**src/hw/csc_pkg.sv**
```systemverilog
// Constants and carrier types for the charger supervisor control block.
// Assumes one 125 MHz clock and comparator results that are already synchronous.
package csc_pkg;
	// ************************************************
	// Timing
	// ************************************************
	localparam int CLK_MHZ = 125;
	localparam int TICK_US = 1000;
	localparam int TICK_CYCLES = TICK_US * CLK_MHZ;
	localparam int FAST_OCP_US = 100;
	localparam int FAST_OCP_CYCLES = FAST_OCP_US * CLK_MHZ;
	localparam int IRQ_PULSE_US = 256;
	localparam int IRQ_PULSE_CYCLES = IRQ_PULSE_US * CLK_MHZ;
	localparam int SLOW_OCP_MS = 50;
	localparam int HICCUP_OFF_MS = 100;
	localparam int HICCUP_ON_MS = 1;
	localparam int DLY_SHORT_MS = 20;
	localparam int DLY_LONG_MS = 10000;
	localparam int SHIP_EXIT_MS = 1000;
	localparam int PB_RESET_MS = 10000;
	localparam int RESET_OFF_MS = 350;
	localparam int BAT_OVP_PERSIST_MS = 1;
	localparam int TRICKLE_MS = 3600000;
	localparam int PRECHG_MS = 7200000;
	localparam int FASTCHG_MS = 43200000;
	localparam int WD_CODE1_MS = 50000;
	localparam int WD_CODE2_MS = 100000;
	localparam int WD_CODE3_MS = 200000;
	// ************************************************
	// Encodings
	// ************************************************
	localparam logic [1:0] CTL_NORMAL = 2'h0;
	localparam logic [1:0] CTL_SHIP = 2'h2;
	localparam logic [1:0] CTL_RESET = 2'h3;
	localparam logic [1:0] WD_OFF = 2'h0;
	localparam logic [1:0] STAGE_TRICKLE = 2'h0;
	localparam logic [1:0] STAGE_PRE = 2'h1;
	localparam logic [2:0] SRC_NONE = 3'h0;
	typedef enum logic [2:0] {
		ST_NORMAL, ST_DELAY, ST_SHIP_WAIT, ST_SHIP, ST_RST_OFF, ST_UVLO, ST_HIC_OFF, ST_HIC_ON
	} csc_state_t;
	typedef struct packed {
		logic battery_fault;
		logic input_fault;
		logic input_overvoltage;
		logic system_voltage_fault;
		logic system_short;
		logic thermal_regulation;
		logic thermal_shutdown;
		logic host_timeout;
	} csc_status_t;
	typedef struct packed {
		logic battery_fault;
		logic input_fault;
		logic system_voltage_fault;
		logic system_short;
		logic thermal_regulation;
		logic thermal_shutdown;
		logic host_timeout;
	} csc_event_t;
	typedef struct packed {
		logic input_ovp;
		logic sys_ovp;
		logic sys_short;
		logic bat_ovp;
		logic sleep_cmp;
		logic poor_source;
		logic thermal_reg;
		logic thermal_shut;
		logic bat_uv;
		logic bat_peak_over;
		logic bat_switch_ocp_over;
	} csc_sense_t;
endpackage : csc_pkg

```
**src/hw/csc_top.sv**
```systemverilog
// Supervisor for a single-cell buck charger: switch modes, protections, host watchdog.
// Assumes synchronous comparator levels and strobes, and an outside register file
// that acts on the default-restore and halve pulses.
`timescale 1ns/100ps
// Function
// Control write 10, no adapter: ship mode
// Pushbutton hold or adapter exits ship, defaults
// Ship with adapter: switch off or wait
// Reset trigger gated by setting or no adapter
// Register reset waits delay, pushbutton immediate
// Battery undervoltage opens switch, recovery restores defaults
// Two-level overcurrent trips into hiccup
// Hiccup clears status off, re-evaluates on
// Input overvoltage stops converter, discharges input
// System overvoltage stops converter, pulls down
// System short forces pulse-frequency operation
// Battery overvoltage opens switch, loads battery
// Sleep comparator stops converter, power-good high
// Poor source: source none, battery-only
// Thermal regulation lowers current, halves timer
// Thermal shutdown turns converter and switch off
// Default mode sets timeout status, event, pulse
// Reset starts in default mode, expired
// Default mode safety timers stop charging
// Register write enters host mode, kick restarts
// Watchdog expiry: default mode, halve, restore
// Register reset bit restores defaults, self-clears
// Interrupt pulses low; events latch until read
// Delay select chooses 20 ms or 10 s
// Free-running timebase restarts with defaults
module csc_top
	import csc_pkg::*;
#(
	parameter int MS_CYCLES = TICK_CYCLES,
	parameter int FAST_CYCLES = FAST_OCP_CYCLES,
	parameter int IRQ_CYCLES = IRQ_PULSE_CYCLES
) (
	// Clock and reset
	input wire logic clk_sys,
	input wire logic sys_rst,
	// Analog sense levels
	input wire logic adapter_present,
	input wire logic forward_mode,
	input wire csc_sense_t sense,
	input wire logic pushbutton_n,
	input wire logic [2:0] attach_source_type,
	input wire logic charge_active,
	input wire logic [1:0] charge_stage,
	// Register strobes and settings
	input wire logic register_write,
	input wire logic control_write,
	input wire logic [1:0] control_value,
	input wire logic switch_action_with_input,
	input wire logic switch_off_delay_select,
	input wire logic host_timer_kick,
	input wire logic [1:0] watchdog_period,
	input wire logic register_reset_write,
	input wire logic host_timeout_irq_block,
	input wire logic flag_read,
	// Power path controls
	output logic battery_switch_on,
	output logic serial_enable,
	output logic converter_on,
	output logic input_discharge_on,
	output logic system_load_on,
	output logic battery_load_on,
	output logic pfm_forced,
	output logic power_good_n,
	output logic [2:0] input_source_type,
	output logic battery_only,
	output logic charge_current_reduced,
	output logic charge_enable,
	// Register side
	output logic [1:0] battery_switch_control,
	output logic register_reset_bit,
	output logic restore_defaults,
	output logic watchdog_defaults,
	output logic charge_current_halve,
	output csc_status_t status,
	output csc_event_t events,
	output logic irq_n
);
	// ************************************************
	// Elaboration checks
	// ************************************************
	if (MS_CYCLES < 2 || FAST_CYCLES < 2 || FAST_CYCLES > 65535 || IRQ_CYCLES < 2 ||
			IRQ_CYCLES > 65535) begin : g_bad
		$error("cycle counts out of range");
	end

	typedef struct packed {
		csc_state_t st;
		logic [1:0] ctl;
		logic pend_reset;
		logic [31:0] st_ms;
		logic [15:0] pb_ms;
		logic pb_done;
		logic host_mode;
		logic [31:0] wd_ms;
		logic [31:0] safe_ms;
		logic [1:0] stage_q;
		logic safe_expired;
		logic [15:0] fast_cnt;
		logic [7:0] slow_ms;
		logic [7:0] ovp_ms;
		logic ocp_stat;
		csc_status_t stat;
		csc_event_t evt;
		logic [15:0] irq_cnt;
		logic irq_n;
		logic sw_on;
		logic serial_en;
		logic conv_on;
		logic pg_n;
		logic defaults;
		logic wd_defaults;
		logic halve;
		logic rst_bit;
	} csc_core_t;

	// Power-on state: default mode, watchdog expired, power-up pulse running.
	localparam csc_core_t CORE_POR = '{st: ST_NORMAL, ctl: CTL_NORMAL, pend_reset: 1'b0,
		st_ms: 32'h0000_0000, pb_ms: 16'h0000, pb_done: 1'b0, host_mode: 1'b0,
		wd_ms: 32'h0000_0000, safe_ms: 32'h0000_0000, stage_q: STAGE_TRICKLE,
		safe_expired: 1'b0, fast_cnt: 16'h0000, slow_ms: 8'h00, ovp_ms: 8'h00,
		ocp_stat: 1'b0, stat: 8'h01, evt: 7'h01, irq_cnt: 16'h0000, irq_n: 1'b0,
		sw_on: 1'b1, serial_en: 1'b1, conv_on: 1'b0, pg_n: 1'b1, defaults: 1'b0,
		wd_defaults: 1'b0, halve: 1'b0, rst_bit: 1'b0};

	// ************************************************
	// Timebase
	// ************************************************
	logic [31:0] tb_cnt;
	logic [31:0] next_tb_cnt;
	logic tick;
	logic next_tick;
	logic half;
	logic next_half;
	csc_core_t core;
	csc_core_t next_core;

	always_comb begin
		next_tb_cnt = tb_cnt + 32'h0000_0001;
		next_tick = 1'b0;
		next_half = half;
		if (tb_cnt == 32'(MS_CYCLES - 1)) begin
			next_tb_cnt = 32'h0000_0000;
			next_tick = 1'b1;
			next_half = ~half;
		end
		if (core.defaults) begin
			next_tb_cnt = 32'h0000_0000;
			next_tick = 1'b0;
			next_half = 1'b0;
		end
	end

	always_ff @(posedge clk_sys) begin
		if (sys_rst) begin
			tb_cnt <= 32'h0000_0000;
			tick <= 1'b0;
			half <= 1'b0;
		end else begin
			tb_cnt <= next_tb_cnt;
			tick <= next_tick;
			half <= next_half;
		end
	end

	// ************************************************
	// Supervisor core
	// ************************************************
	logic pb_ship;
	logic pb_rst;
	logic may_rst;
	logic ocp_trip;
	logic delay_done;
	logic [31:0] wd_limit;
	logic [31:0] safe_limit;
	csc_event_t rise;

	always_comb begin
		next_core = core;
		next_core.defaults = 1'b0;
		next_core.wd_defaults = 1'b0;
		next_core.halve = 1'b0;
		next_core.rst_bit = 1'b0;
		if (tick) begin
			next_core.st_ms = core.st_ms + 32'h0000_0001;
		end
		if (pushbutton_n) begin
			next_core.pb_ms = 16'h0000;
			next_core.pb_done = 1'b0;
		end else if (tick && core.pb_ms != 16'hffff) begin
			next_core.pb_ms = core.pb_ms + 16'h0001;
		end
		pb_ship = !pushbutton_n && core.pb_ms >= 16'(SHIP_EXIT_MS);
		pb_rst = !pushbutton_n && !core.pb_done && core.pb_ms >= 16'(PB_RESET_MS);
		may_rst = switch_action_with_input || !adapter_present;
		delay_done = core.st_ms >= (switch_off_delay_select ? 32'(DLY_LONG_MS) :
			32'(DLY_SHORT_MS));
		// Overcurrent timers run only while the switch conducts; both restart on turn-on.
		if (sense.bat_peak_over && core.sw_on) begin
			next_core.fast_cnt = core.fast_cnt + 16'h0001;
		end else begin
			next_core.fast_cnt = 16'h0000;
		end
		if (!(sense.bat_switch_ocp_over && core.sw_on)) begin
			next_core.slow_ms = 8'h00;
		end else if (tick) begin
			next_core.slow_ms = core.slow_ms + 8'h01;
		end
		ocp_trip = (core.fast_cnt >= 16'(FAST_CYCLES - 1) && sense.bat_peak_over) ||
			(core.slow_ms >= 8'(SLOW_OCP_MS));
		case (core.st)
			ST_NORMAL: begin
				if (control_write && control_value == CTL_SHIP) begin
					next_core.ctl = CTL_SHIP;
					next_core.pend_reset = 1'b0;
					next_core.st = ST_DELAY;
					next_core.st_ms = 32'h0000_0000;
				end else if (control_write && control_value == CTL_RESET && may_rst) begin
					next_core.ctl = CTL_RESET;
					next_core.pend_reset = 1'b1;
					next_core.st = ST_DELAY;
					next_core.st_ms = 32'h0000_0000;
				end else if (control_write) begin
					next_core.ctl = CTL_NORMAL;
				end else if (pb_rst && may_rst) begin
					next_core.pb_done = 1'b1;
					next_core.st = ST_RST_OFF;
					next_core.st_ms = 32'h0000_0000;
				end else if (sense.bat_uv && !adapter_present) begin
					next_core.st = ST_UVLO;
				end else if (ocp_trip) begin
					next_core.ocp_stat = 1'b1;
					next_core.st = ST_HIC_OFF;
					next_core.st_ms = 32'h0000_0000;
				end
			end
			ST_DELAY: begin
				if (control_write && control_value == CTL_NORMAL) begin
					next_core.ctl = CTL_NORMAL;
					next_core.st = ST_NORMAL;
				end else if (delay_done) begin
					next_core.st_ms = 32'h0000_0000;
					if (core.pend_reset) begin
						next_core.st = ST_RST_OFF;
					end else if (!adapter_present) begin
						next_core.st = ST_SHIP;
					end else begin
						next_core.st = ST_SHIP_WAIT;
					end
				end
			end
			ST_SHIP_WAIT: begin
				if (control_write && control_value == CTL_NORMAL) begin
					next_core.ctl = CTL_NORMAL;
					next_core.st = ST_NORMAL;
				end else if (!adapter_present) begin
					next_core.st = ST_SHIP;
				end
			end
			ST_SHIP, ST_UVLO: begin
				if ((core.st == ST_SHIP && (pb_ship || adapter_present)) ||
						(core.st == ST_UVLO && (!sense.bat_uv || adapter_present))) begin
					next_core = CORE_POR;
					next_core.defaults = 1'b1;
				end
			end
			ST_RST_OFF: begin
				if (core.st_ms >= 32'(RESET_OFF_MS)) begin
					next_core.ctl = CTL_NORMAL;
					next_core.st = ST_NORMAL;
				end
			end
			ST_HIC_OFF: begin
				next_core.ocp_stat = 1'b0;
				if (core.st_ms >= 32'(HICCUP_OFF_MS)) begin
					next_core.st = ST_HIC_ON;
					next_core.st_ms = 32'h0000_0000;
				end
			end
			ST_HIC_ON: begin
				if (ocp_trip || (core.st_ms >= 32'(HICCUP_ON_MS) &&
						(sense.bat_peak_over || sense.bat_switch_ocp_over))) begin
					next_core.ocp_stat = 1'b1;
					next_core.st = ST_HIC_OFF;
					next_core.st_ms = 32'h0000_0000;
				end else if (core.st_ms >= 32'(HICCUP_ON_MS)) begin
					next_core.st = ST_NORMAL;
				end
			end
			default: begin
				next_core.st = ST_NORMAL;
			end
		endcase
		// Watchdog and register reset; writes are lost while the serial port is off.
		case (watchdog_period)
			2'h1: wd_limit = 32'(WD_CODE1_MS);
			2'h2: wd_limit = 32'(WD_CODE2_MS);
			default: wd_limit = 32'(WD_CODE3_MS);
		endcase
		if (core.serial_en && (register_write || host_timer_kick)) begin
			next_core.host_mode = 1'b1;
			next_core.wd_ms = 32'h0000_0000;
		end else if (core.host_mode && watchdog_period != WD_OFF && tick) begin
			next_core.wd_ms = core.wd_ms + 32'h0000_0001;
			if (core.wd_ms >= wd_limit - 32'h0000_0001) begin
				next_core.host_mode = 1'b0;
				next_core.wd_defaults = 1'b1;
				next_core.halve = 1'b1;
			end
		end
		if (core.serial_en && register_reset_write) begin
			next_core.rst_bit = 1'b1;
			next_core.defaults = 1'b1;
			next_core.wd_ms = 32'h0000_0000;
			next_core.safe_ms = 32'h0000_0000;
		end
		// Safety timer: default mode only, half rate under thermal regulation.
		case (charge_stage)
			STAGE_TRICKLE: safe_limit = 32'(TRICKLE_MS);
			STAGE_PRE: safe_limit = 32'(PRECHG_MS);
			default: safe_limit = 32'(FASTCHG_MS);
		endcase
		next_core.stage_q = charge_stage;
		if (charge_stage != core.stage_q || core.defaults) begin
			next_core.safe_ms = 32'h0000_0000;
			next_core.safe_expired = 1'b0;
		end else if (!core.host_mode && charge_active && !core.safe_expired && tick &&
				(!sense.thermal_reg || half)) begin
			next_core.safe_ms = core.safe_ms + 32'h0000_0001;
			if (core.safe_ms >= safe_limit - 32'h0000_0001) begin
				next_core.safe_expired = 1'b1;
			end
		end
		if (!sense.bat_ovp) begin
			next_core.ovp_ms = 8'h00;
		end else if (tick && core.ovp_ms != 8'hff) begin
			next_core.ovp_ms = core.ovp_ms + 8'h01;
		end
		// Status follows the live conditions.
		next_core.stat.battery_fault = next_core.ocp_stat ||
			(sense.bat_ovp && core.ovp_ms >= 8'(BAT_OVP_PERSIST_MS));
		next_core.stat.input_fault = sense.input_ovp || sense.sleep_cmp;
		next_core.stat.input_overvoltage = sense.input_ovp;
		next_core.stat.system_voltage_fault = sense.sys_ovp && forward_mode;
		next_core.stat.system_short = sense.sys_short;
		next_core.stat.thermal_regulation = sense.thermal_reg;
		next_core.stat.thermal_shutdown = sense.thermal_shut;
		next_core.stat.host_timeout = !next_core.host_mode;
		rise.battery_fault = next_core.stat.battery_fault && !core.stat.battery_fault;
		rise.input_fault = next_core.stat.input_fault && !core.stat.input_fault;
		rise.system_voltage_fault = next_core.stat.system_voltage_fault &&
			!core.stat.system_voltage_fault;
		rise.system_short = next_core.stat.system_short && !core.stat.system_short;
		rise.thermal_regulation = next_core.stat.thermal_regulation &&
			!core.stat.thermal_regulation;
		rise.thermal_shutdown = next_core.stat.thermal_shutdown && !core.stat.thermal_shutdown;
		rise.host_timeout = next_core.stat.host_timeout && !core.stat.host_timeout;
		// A new event in the read cycle survives the clear.
		next_core.evt = (flag_read ? 7'h00 : next_core.evt) | rise;
		if (!core.irq_n) begin
			next_core.irq_cnt = core.irq_cnt + 16'h0001;
			if (core.irq_cnt >= 16'(IRQ_CYCLES - 1)) begin
				next_core.irq_n = 1'b1;
			end
		end
		if ((rise & 7'h7e) != 7'h00 || (rise.host_timeout && !host_timeout_irq_block)) begin
			next_core.irq_n = 1'b0;
			next_core.irq_cnt = 16'h0000;
		end
		// Power path decisions from the next state.
		next_core.sw_on = !(next_core.st inside {ST_SHIP, ST_RST_OFF, ST_UVLO, ST_HIC_OFF}) &&
			!(next_core.st == ST_SHIP_WAIT && switch_action_with_input) &&
			!sense.bat_ovp && !sense.thermal_shut;
		next_core.serial_en = !(next_core.st inside {ST_SHIP, ST_UVLO});
		next_core.conv_on = adapter_present && !sense.input_ovp && !sense.sleep_cmp &&
			!(sense.sys_ovp && forward_mode) && !sense.poor_source &&
			!sense.thermal_shut && !(next_core.st inside {ST_RST_OFF, ST_SHIP});
		next_core.pg_n = !adapter_present || sense.sleep_cmp || sense.poor_source;
	end

	always_ff @(posedge clk_sys) begin
		if (sys_rst) begin
			core <= CORE_POR;
		end else begin
			core <= next_core;
		end
	end

	// ************************************************
	// Registered side outputs
	// ************************************************
	logic next_in_dis;
	logic next_sys_load;
	logic next_chg_en;
	logic [2:0] next_src;

	always_comb begin
		next_in_dis = sense.input_ovp;
		next_sys_load = sense.sys_ovp && forward_mode;
		next_chg_en = !next_core.safe_expired && !sense.bat_ovp;
		next_src = (sense.poor_source || !adapter_present) ? SRC_NONE :
			attach_source_type;
	end

	always_ff @(posedge clk_sys) begin
		if (sys_rst) begin
			input_discharge_on <= 1'b0;
			system_load_on <= 1'b0;
			battery_load_on <= 1'b0;
			pfm_forced <= 1'b0;
			input_source_type <= SRC_NONE;
			battery_only <= 1'b1;
			charge_current_reduced <= 1'b0;
			charge_enable <= 1'b1;
		end else begin
			input_discharge_on <= next_in_dis;
			system_load_on <= next_sys_load;
			battery_load_on <= sense.bat_ovp;
			pfm_forced <= sense.sys_short;
			input_source_type <= next_src;
			battery_only <= sense.poor_source || !adapter_present;
			charge_current_reduced <= sense.thermal_reg;
			charge_enable <= next_chg_en;
		end
	end

	assign battery_switch_on = core.sw_on;
	assign serial_enable = core.serial_en;
	assign converter_on = core.conv_on;
	assign power_good_n = core.pg_n;
	assign battery_switch_control = core.ctl;
	assign register_reset_bit = core.rst_bit;
	assign restore_defaults = core.defaults;
	assign watchdog_defaults = core.wd_defaults;
	assign charge_current_halve = core.halve;
	assign status = core.stat;
	assign events = core.evt;
	assign irq_n = core.irq_n;
endmodule : csc_top

```
**config.mk**
```make
export PLATFORM = sky130hd
export DESIGN_NAME = csc_top
export DESIGN_NICKNAME = d
export VERILOG_FILES = /design/src/hw/csc_pkg.sv /design/src/hw/csc_top.sv
export SDC_FILE = /design/constraint.sdc
export NUM_CORES = 1
export LEC_CHECK = 0
export BUFFER_PORTS_ARGS = -buffer_cell sky130_fd_sc_hd__buf_2
export CORE_MARGIN = 2
export CORE_UTILIZATION = 30
export DETAILED_ROUTE_END_ITERATION = 8
export SYNTH_ARGS = -nofsm -noshare
export SYNTH_HDL_FRONTEND = slang
export SYNTH_SLANG_ARGS = --single-unit
```
**constraint.sdc**
```tcl
create_clock -name clk_sys -period 3.1 [get_ports clk_sys]
set_input_delay 0.31 -clock clk_sys [delete_from_list [all_inputs] [get_ports clk_sys]]
set_output_delay 0.31 -clock clk_sys [all_outputs]
set_load 0.05 [all_outputs]
```
==> out/qor.txt, run 1 <==
R2R Path End: core[180]
Drt drc: 0
Routed vias/inst: 5.11
Max Root-Sink Buffers: 3
CP bufs+invs: 2
Clock power frac: 47.9%
CP endpoint kind: register
I/O Pins: 70
CTS H-tree depth: 1
Synthesized net count: 1559
P&R area growth vs syn: 15.5%
Multi-input gate area: 0.00692 sq mm
Iter 0 DRT Violations: 667
Final period utilization: 92.3%
Synth area leaders: dfxtp_1, nor2_1, ha_1
Yosys top cell area share: 38.9%
FF-to-FF setup slack: 0.24 ns
Unique masters post-synth: 83
Worst Tran Pin Value: 0.911 ns
Fin Setup TNS: 0 ns
Worst setup SP type: register
Internal: 5.07 mW
Slew Viols, Final: 0
P_sw: 1.68 mW
Area of the core: 0.0398 sq mm
Die H: 205 um
Crit path max fanout: 19
Hold EP: core[75]
Initial antenna violation count: 3
Slowest-stage cell, CP: o41ai_4
Switching Share: 24.9%
Crit Path Class: reg -> reg
Post-CTS Setup Inserts: 0
Pleak: 5.16 nW
Clk_lat worst skew: 0.56 ns
CP peak stage delay: 0.87 ns
Reg2Reg Depth: 9
Hold path depth: 2
Fin crit period: 2.86 ns
Min Hold Slack: 0.0295 ns
Synth Instances: 1470
Power Dens Cells: 483 mW/mm^2
Fmax: 350 MHz
Storage cell area: 0.00470 sq mm
Cell mode on critical path: nor2_1
Top-count cell post-synth: nor2_1
Setup WS pre-CTS: -0.0743 ns
Detailed placer's ending HPWL: 21.6 mm
Min-delay src: charge_stage[1]
WL/cell: 14.5 um
Via count: 10665
Layout cell share with drive strength beyond 1: 12.2%
WP data required: 3.54 ns
Largest net degree at the start of global routing: 31
Logic pwr share: 6.6%
Cts hold-fix bufs: 8
DRT antenna net count: 0
Fin nets: 1633
TritonCTS clock tree: yes
Hold crit path type: in -> reg
Top_reg_cell synth: dfxtp_1
GPL Wtd Cong: 0.870
Synthesis-stage register bit count: 235
Final WS setup: 0.239 ns
Final core utilization: 35.1%
Worst Path Arrival: 3.30 ns
Vias in the first global route: 9795
Initial Utilization: 30.4%
Final WL: 30.2 mm
Crit-path cells: nand3_1, o311ai_0, buf_4, and2_1, nor2_1, o21a_1, o41ai_4, buf_12, nor2_1
CTS Root Cell: clkbuf_16
Synth cell count leaders: nor2_1, dfxtp_1, nand2_1
Status: finished, final reports clean
CTS resizes: 0
CTS buffer count: 28
Number of enable flip-flop cells after synthesis: 0
I/O Buffers: 69
Final setup viols: 0
Max VDD drop: 0.363 mV
Slew headroom: 39.1%
YS warnings: 0
# clock sinks: 235
Die extent in x: 205 um
Mapped cell area: 0.0121 sq mm
GRT Overall Usage: 14.2%
Crit Reg-Reg Startpoint: core[150]
Max-cap violation count: 0
Average cell area after synthesis: 8.23 sq um
Sequential share of the synthesized area: 38.9%
Gate family responsible for the most delay along the worst path: compound AO/OA/AOI/OAI gates
DRT Pass-1 Iters: 5
Hold Vio Cnt, Final: 0
FILL cells: 4186
Total power draw: 6.75 mW
First-pass GRT wire length: 49.2 mm
Die ar.: 0.0420 sq mm
Cell taking the most area after synthesis: dfxtp_1
Grt ovf: 0
Core Rows: 73
RSZ-0062 raised after global routing: false
CTS clk-pin slew, worst paths: 0.06 ns
Seq pwr share: 45.5%
Ys async rst share: 0%
Setup Skew: 0.0167 ns
## through the flow
step / area, sq um / std cells
after detailed placement: 13000 / 2031
after global placement: 13000 / 2031
after floorplan: 12100 / 1470
final: 14000 / 2087
after global routing: 14000 / 2085
after CTS: 14000 / 2085
## cells in the final DEF (no fill, tap or decap), types with 15 or more instances in the layout
cell	instances
o211ai_1	15
nand3_1	84
ha_1	55
xor2_1	68
nor2_1	242
o21ai_0	47
and4_1	16
buf_2	69
xnor2_1	41
and3_1	47
nand2_1	116
dfxtp_1	235
nor4_1	27
nor3_1	36
buf_4	26
nand4_1	40
clkbuf_16	29
or3_1	17
inv_1	46
a21oi_1	84
nor2b_1	15
## worst register-to-register path, delay by kind of cell, from the launching register on
family | cells | cell delay [ns]
AND/OR/NAND/NOR | 4 | 0.46
AO/OA/AOI/OAI | 3 | 1.47
flip-flops | 1 | 0.40
buffers and inverters | 2 | 0.43
## area by class of cell
| type | count | area share, % |
|---|---|---|
| Tap cell | 525 | 4.70 |
| Multi-Input combinational cell | 1129 | 49.5 |
| Inverter | 46 | 1.23 |
| Sequential cell | 235 | 33.6 |
| Timing Repair Buffer | 104 | 4.58 |
| Clock buffer | 32 | 5.34 |
| Antenna cell | 2 | 0.0358 |
| Clock inverter | 14 | 1.00 |
## worst max-delay path by stage
stage	start	endpoint	slack [ns]	cells past startpoint
floorplan	watchdog_period[0]	core[19]	0.49	12
global placement	watchdog_period[0]	irq_n	0.05	13
detailed placement	watchdog_period[0]	core[24]	-0.07	13
CTS	core[150]	core[180]	0.21	9
global route	core[150]	core[164]	0.01	9
finish	core[150]	core[180]	0.24	9
## power by group through the flow
| stage | Combinational [mW] | Clock (mW) | Sequential, mW |
|---|---|---|---|
| global placement | 0.430 | 0 | 3.14 |
| detailed placement | 0.436 | 0 | 3.14 |
| finish | 0.443 | 3.24 | 3.07 |
| floorplan | 0.270 | 0 | 3.17 |
| global route | 0.485 | 3.45 | 3.07 |
| CTS | 0.446 | 3.35 | 3.07 |
## flip-flops by register name (all words and copies together), names as in the netlist, 2 cells and up
register                count
status                      4
input_source_type           3
core                      170
tb_cnt                     32
battery_switch_control      2
events                      7
## cell families (layout without fill, tap and decap cells)
group | count (synthesis) | after routing | share of synthesized area, %
XOR/XNOR | 109 | 109 | 7.89
buffers and inverters | 106 | 196 | 4.10
AND/OR/NAND/NOR | 718 | 718 | 29.5
flip-flops | 235 | 235 | 38.9
other | 0 | 2 | 0
multiplexers | 15 | 15 | 1.31
AO/OA/AOI/OAI | 232 | 232 | 12.7
adder cells (fa/ha/maj) | 55 | 55 | 5.68
## layer usage
layer	GRT usage, %	vias to the layer above	share of wire, %
li1	-	5327	-
met1	18.9	5064	46
met2	23.0	219	45
met3	2.80	51	5.7
met4	4.52	4	2.5
met5	0	-	0.080
No activity file was read; power rests on OpenSTA's default activity.
==> inputs of run 2 (changes only) <==
--- a/config.mk
+++ b/config.mk
@@ -7,8 +7,9 @@
 export LEC_CHECK = 0
 export BUFFER_PORTS_ARGS = -buffer_cell sky130_fd_sc_hd__buf_2
 export CORE_MARGIN = 2
-export CORE_UTILIZATION = 30
+export CORE_UTILIZATION = 35
 export DETAILED_ROUTE_END_ITERATION = 8
+export PLACE_DENSITY = 0.53
 export SYNTH_ARGS = -nofsm -noshare
 export SYNTH_HDL_FRONTEND = slang
 export SYNTH_SLANG_ARGS = --single-unit
==> run 2 against run 1 <==
Net effect:
- clock-buffer cell count increased by 1
- first-iteration DRC count decreased by 4.8%
- global-route usage increased by 1.6 points
- clock power rose by 7.1%
- via count decreased by 3.6%
- sequential share of layout area about the same
- sequential power barely moved
- die area decreased by 14%
==> out/qor.txt, run 2 (same netlist as run 1, synthesis figures left out) <==
Largest net degree at the start of global routing: 33
DRT Pass-1 Iters: 5
Crit Path Class: reg -> reg
CTS Root Cell: clkbuf_16
Setup Skew: 0.0233 ns
Worst Path Arrival: 3.26 ns
Max VDD drop: 0.368 mV
Post-CTS Setup Inserts: 0
Setup WS pre-CTS: -0.0987 ns
Final setup viols: 0
Hold crit path type: in -> reg
Vias in the first global route: 9606
Worst Tran Pin Value: 0.806 ns
Reg2Reg Depth: 9
I/O Pins: 70
GPL Wtd Cong: 0.817
Iter 0 DRT Violations: 635
Seq pwr share: 44.0%
Hold path depth: 3
Layout cell share with drive strength beyond 1: 12.5%
Detailed placer's ending HPWL: 20.9 mm
Clock power frac: 49.7%
Final WS setup: 0.299 ns
# clock sinks: 235
Grt ovf: 0
Fin nets: 1633
Via count: 10281
Crit Reg-Reg Startpoint: core[49]
I/O Buffers: 69
Min Hold Slack: 0.0244 ns
Number of flip-flops in the largest register: 170
TritonCTS clock tree: yes
Initial antenna violation count: 0
Final WL: 28.7 mm
Max-cap violation count: 0
Drt drc: 0
Commonest cells after routing, fill and taps aside: nor2_1, dfxtp_1, nand2_1, nand3_1, a21oi_1
Die ar.: 0.0361 sq mm
CTS buffer count: 28
P&R area growth vs syn: 15.6%
CTS clk-pin slew, worst paths: 0.06 ns
Status: finished, final reports clean
Final period utilization: 90.3%
Die extent in x: 190 um
P_sw: 1.65 mW
Power Dens Cells: 498 mW/mm^2
Storage cell area: 0.00470 sq mm
WL/cell: 14.2 um
Crit path max fanout: 17
Fin crit period: 2.80 ns
Slew Viols, Final: 0
FILL cells: 3414
Slew headroom: 46.2%
DRT antenna net count: 0
Logic pwr share: 6.3%
Clk_lat worst skew: 0.55 ns
Hold Vio Cnt, Final: 0
Worst setup SP type: register
Critical path launch point: core[49]
Die H: 190 um
Max Root-Sink Buffers: 3
Pleak: 5.20 nW
Number of diodes: 0
Core Rows: 68
Largest reg by FF count: core
First-pass GRT wire length: 47.7 mm
RSZ-0062 raised after global routing: false
Initial Utilization: 35.3%
CTS H-tree depth: 1
Min-delay src: sense[5]
GRT Overall Usage: 15.8%
CP endpoint kind: register
Most common library cell in the layout ignoring fill and taps: nor2_1
Fmax: 357 MHz
Multi-input gate area: 0.00692 sq mm
Switching Share: 23.6%
Internal: 5.33 mW
WP data required: 3.56 ns
Routed vias/inst: 5.09
Area of the core: 0.0343 sq mm
[run 2: cell types whose count changed in the layout (fill, tap and decap cells not counted), sizes merged]
| cell | delta |
|---|---|
| clkinv | +1 |
| diode | -2 |
| dlygate4sd3 | -1 |
| bufinv | +3 |
| clkinvlp | +1 |
| buf | +1 |
| clkbuf | +1 |
| inv | -1 |
[run 2: area by class of cell]
type,instances,area share (%)
flip-flops and latches,235,33.6
clock inverters,18,1.73
multi-input cells,1129,49.4
inverters,46,1.23
repair buffers,104,4.56
well taps,455,4.07
clock buffers,33,5.36
[run 2: final timing paths]
path | end | slack [ns]
worst max-delay path | irq_n | 0.30
worst min-delay path | battery_only | 0.02
worst max register to register | irq_n | 0.30
worst min register to register | tb_cnt[0] | 0.45
[run 2: critical path, cell delays in order, from the launching register on]
cell	delay, ns
dfxtp_1	0.38
inv_1	0.06
ha_1	0.19
or4_4	0.55
a311oi_4	0.39
o21ai_2	0.11
a41oi_2	0.26
o211a_4	0.22
o221ai_4	0.27
nor3_1	0.28
[run 2: stage by stage]
| stage | setup TNS [ns] | cells | cell area [sq um] | util, % | total power, mW |
|---|---|---|---|---|---|
| 2_1_floorplan | 0 | 1470 | 12100 | - | 3.44 |
| 3_3_place_gp | -0.0143 | 1962 | 12900 | 37.7 | 3.57 |
| 3_5_place_dp | -0.979 | 1962 | 12900 | 37.7 | 3.57 |
| 4_1_cts | 0 | 2020 | 14000 | 40.8 | 7.10 |
| 5_1_grt | 0 | 2020 | 14000 | 40.8 | 7.26 |
| 6_report | 0 | 2020 | 14000 | 40.8 | 6.97 |
[run 2: routing by layer]
metal  part of all wire [%]  GRT usage [%]  vias to the layer above  wire length, um
li1                       -              -                     5335                -
met1                     51           22.3                     4756            14500
met2                     44           25.4                      154            12500
met3                    4.1           2.32                       36             1160
met4                    1.9           4.08                        0              531
met5                      0              0                        -                0
[run 2: what timing repair did]
action	in CTS	in global routing
endpoints found under the hold margin	8	0
gates resized for setup	0	0
hold buffers	7	0
[run 2: power groups by stage]
stage	clock (mW)	sequential, mW	combinational [mW]
6_report	3.47	3.07	0.440
5_1_grt	3.71	3.07	0.481
4_1_cts	3.59	3.07	0.443
3_5_place_dp	0	3.13	0.434
3_3_place_gp	0	3.13	0.432
2_1_floorplan	0	3.17	0.270
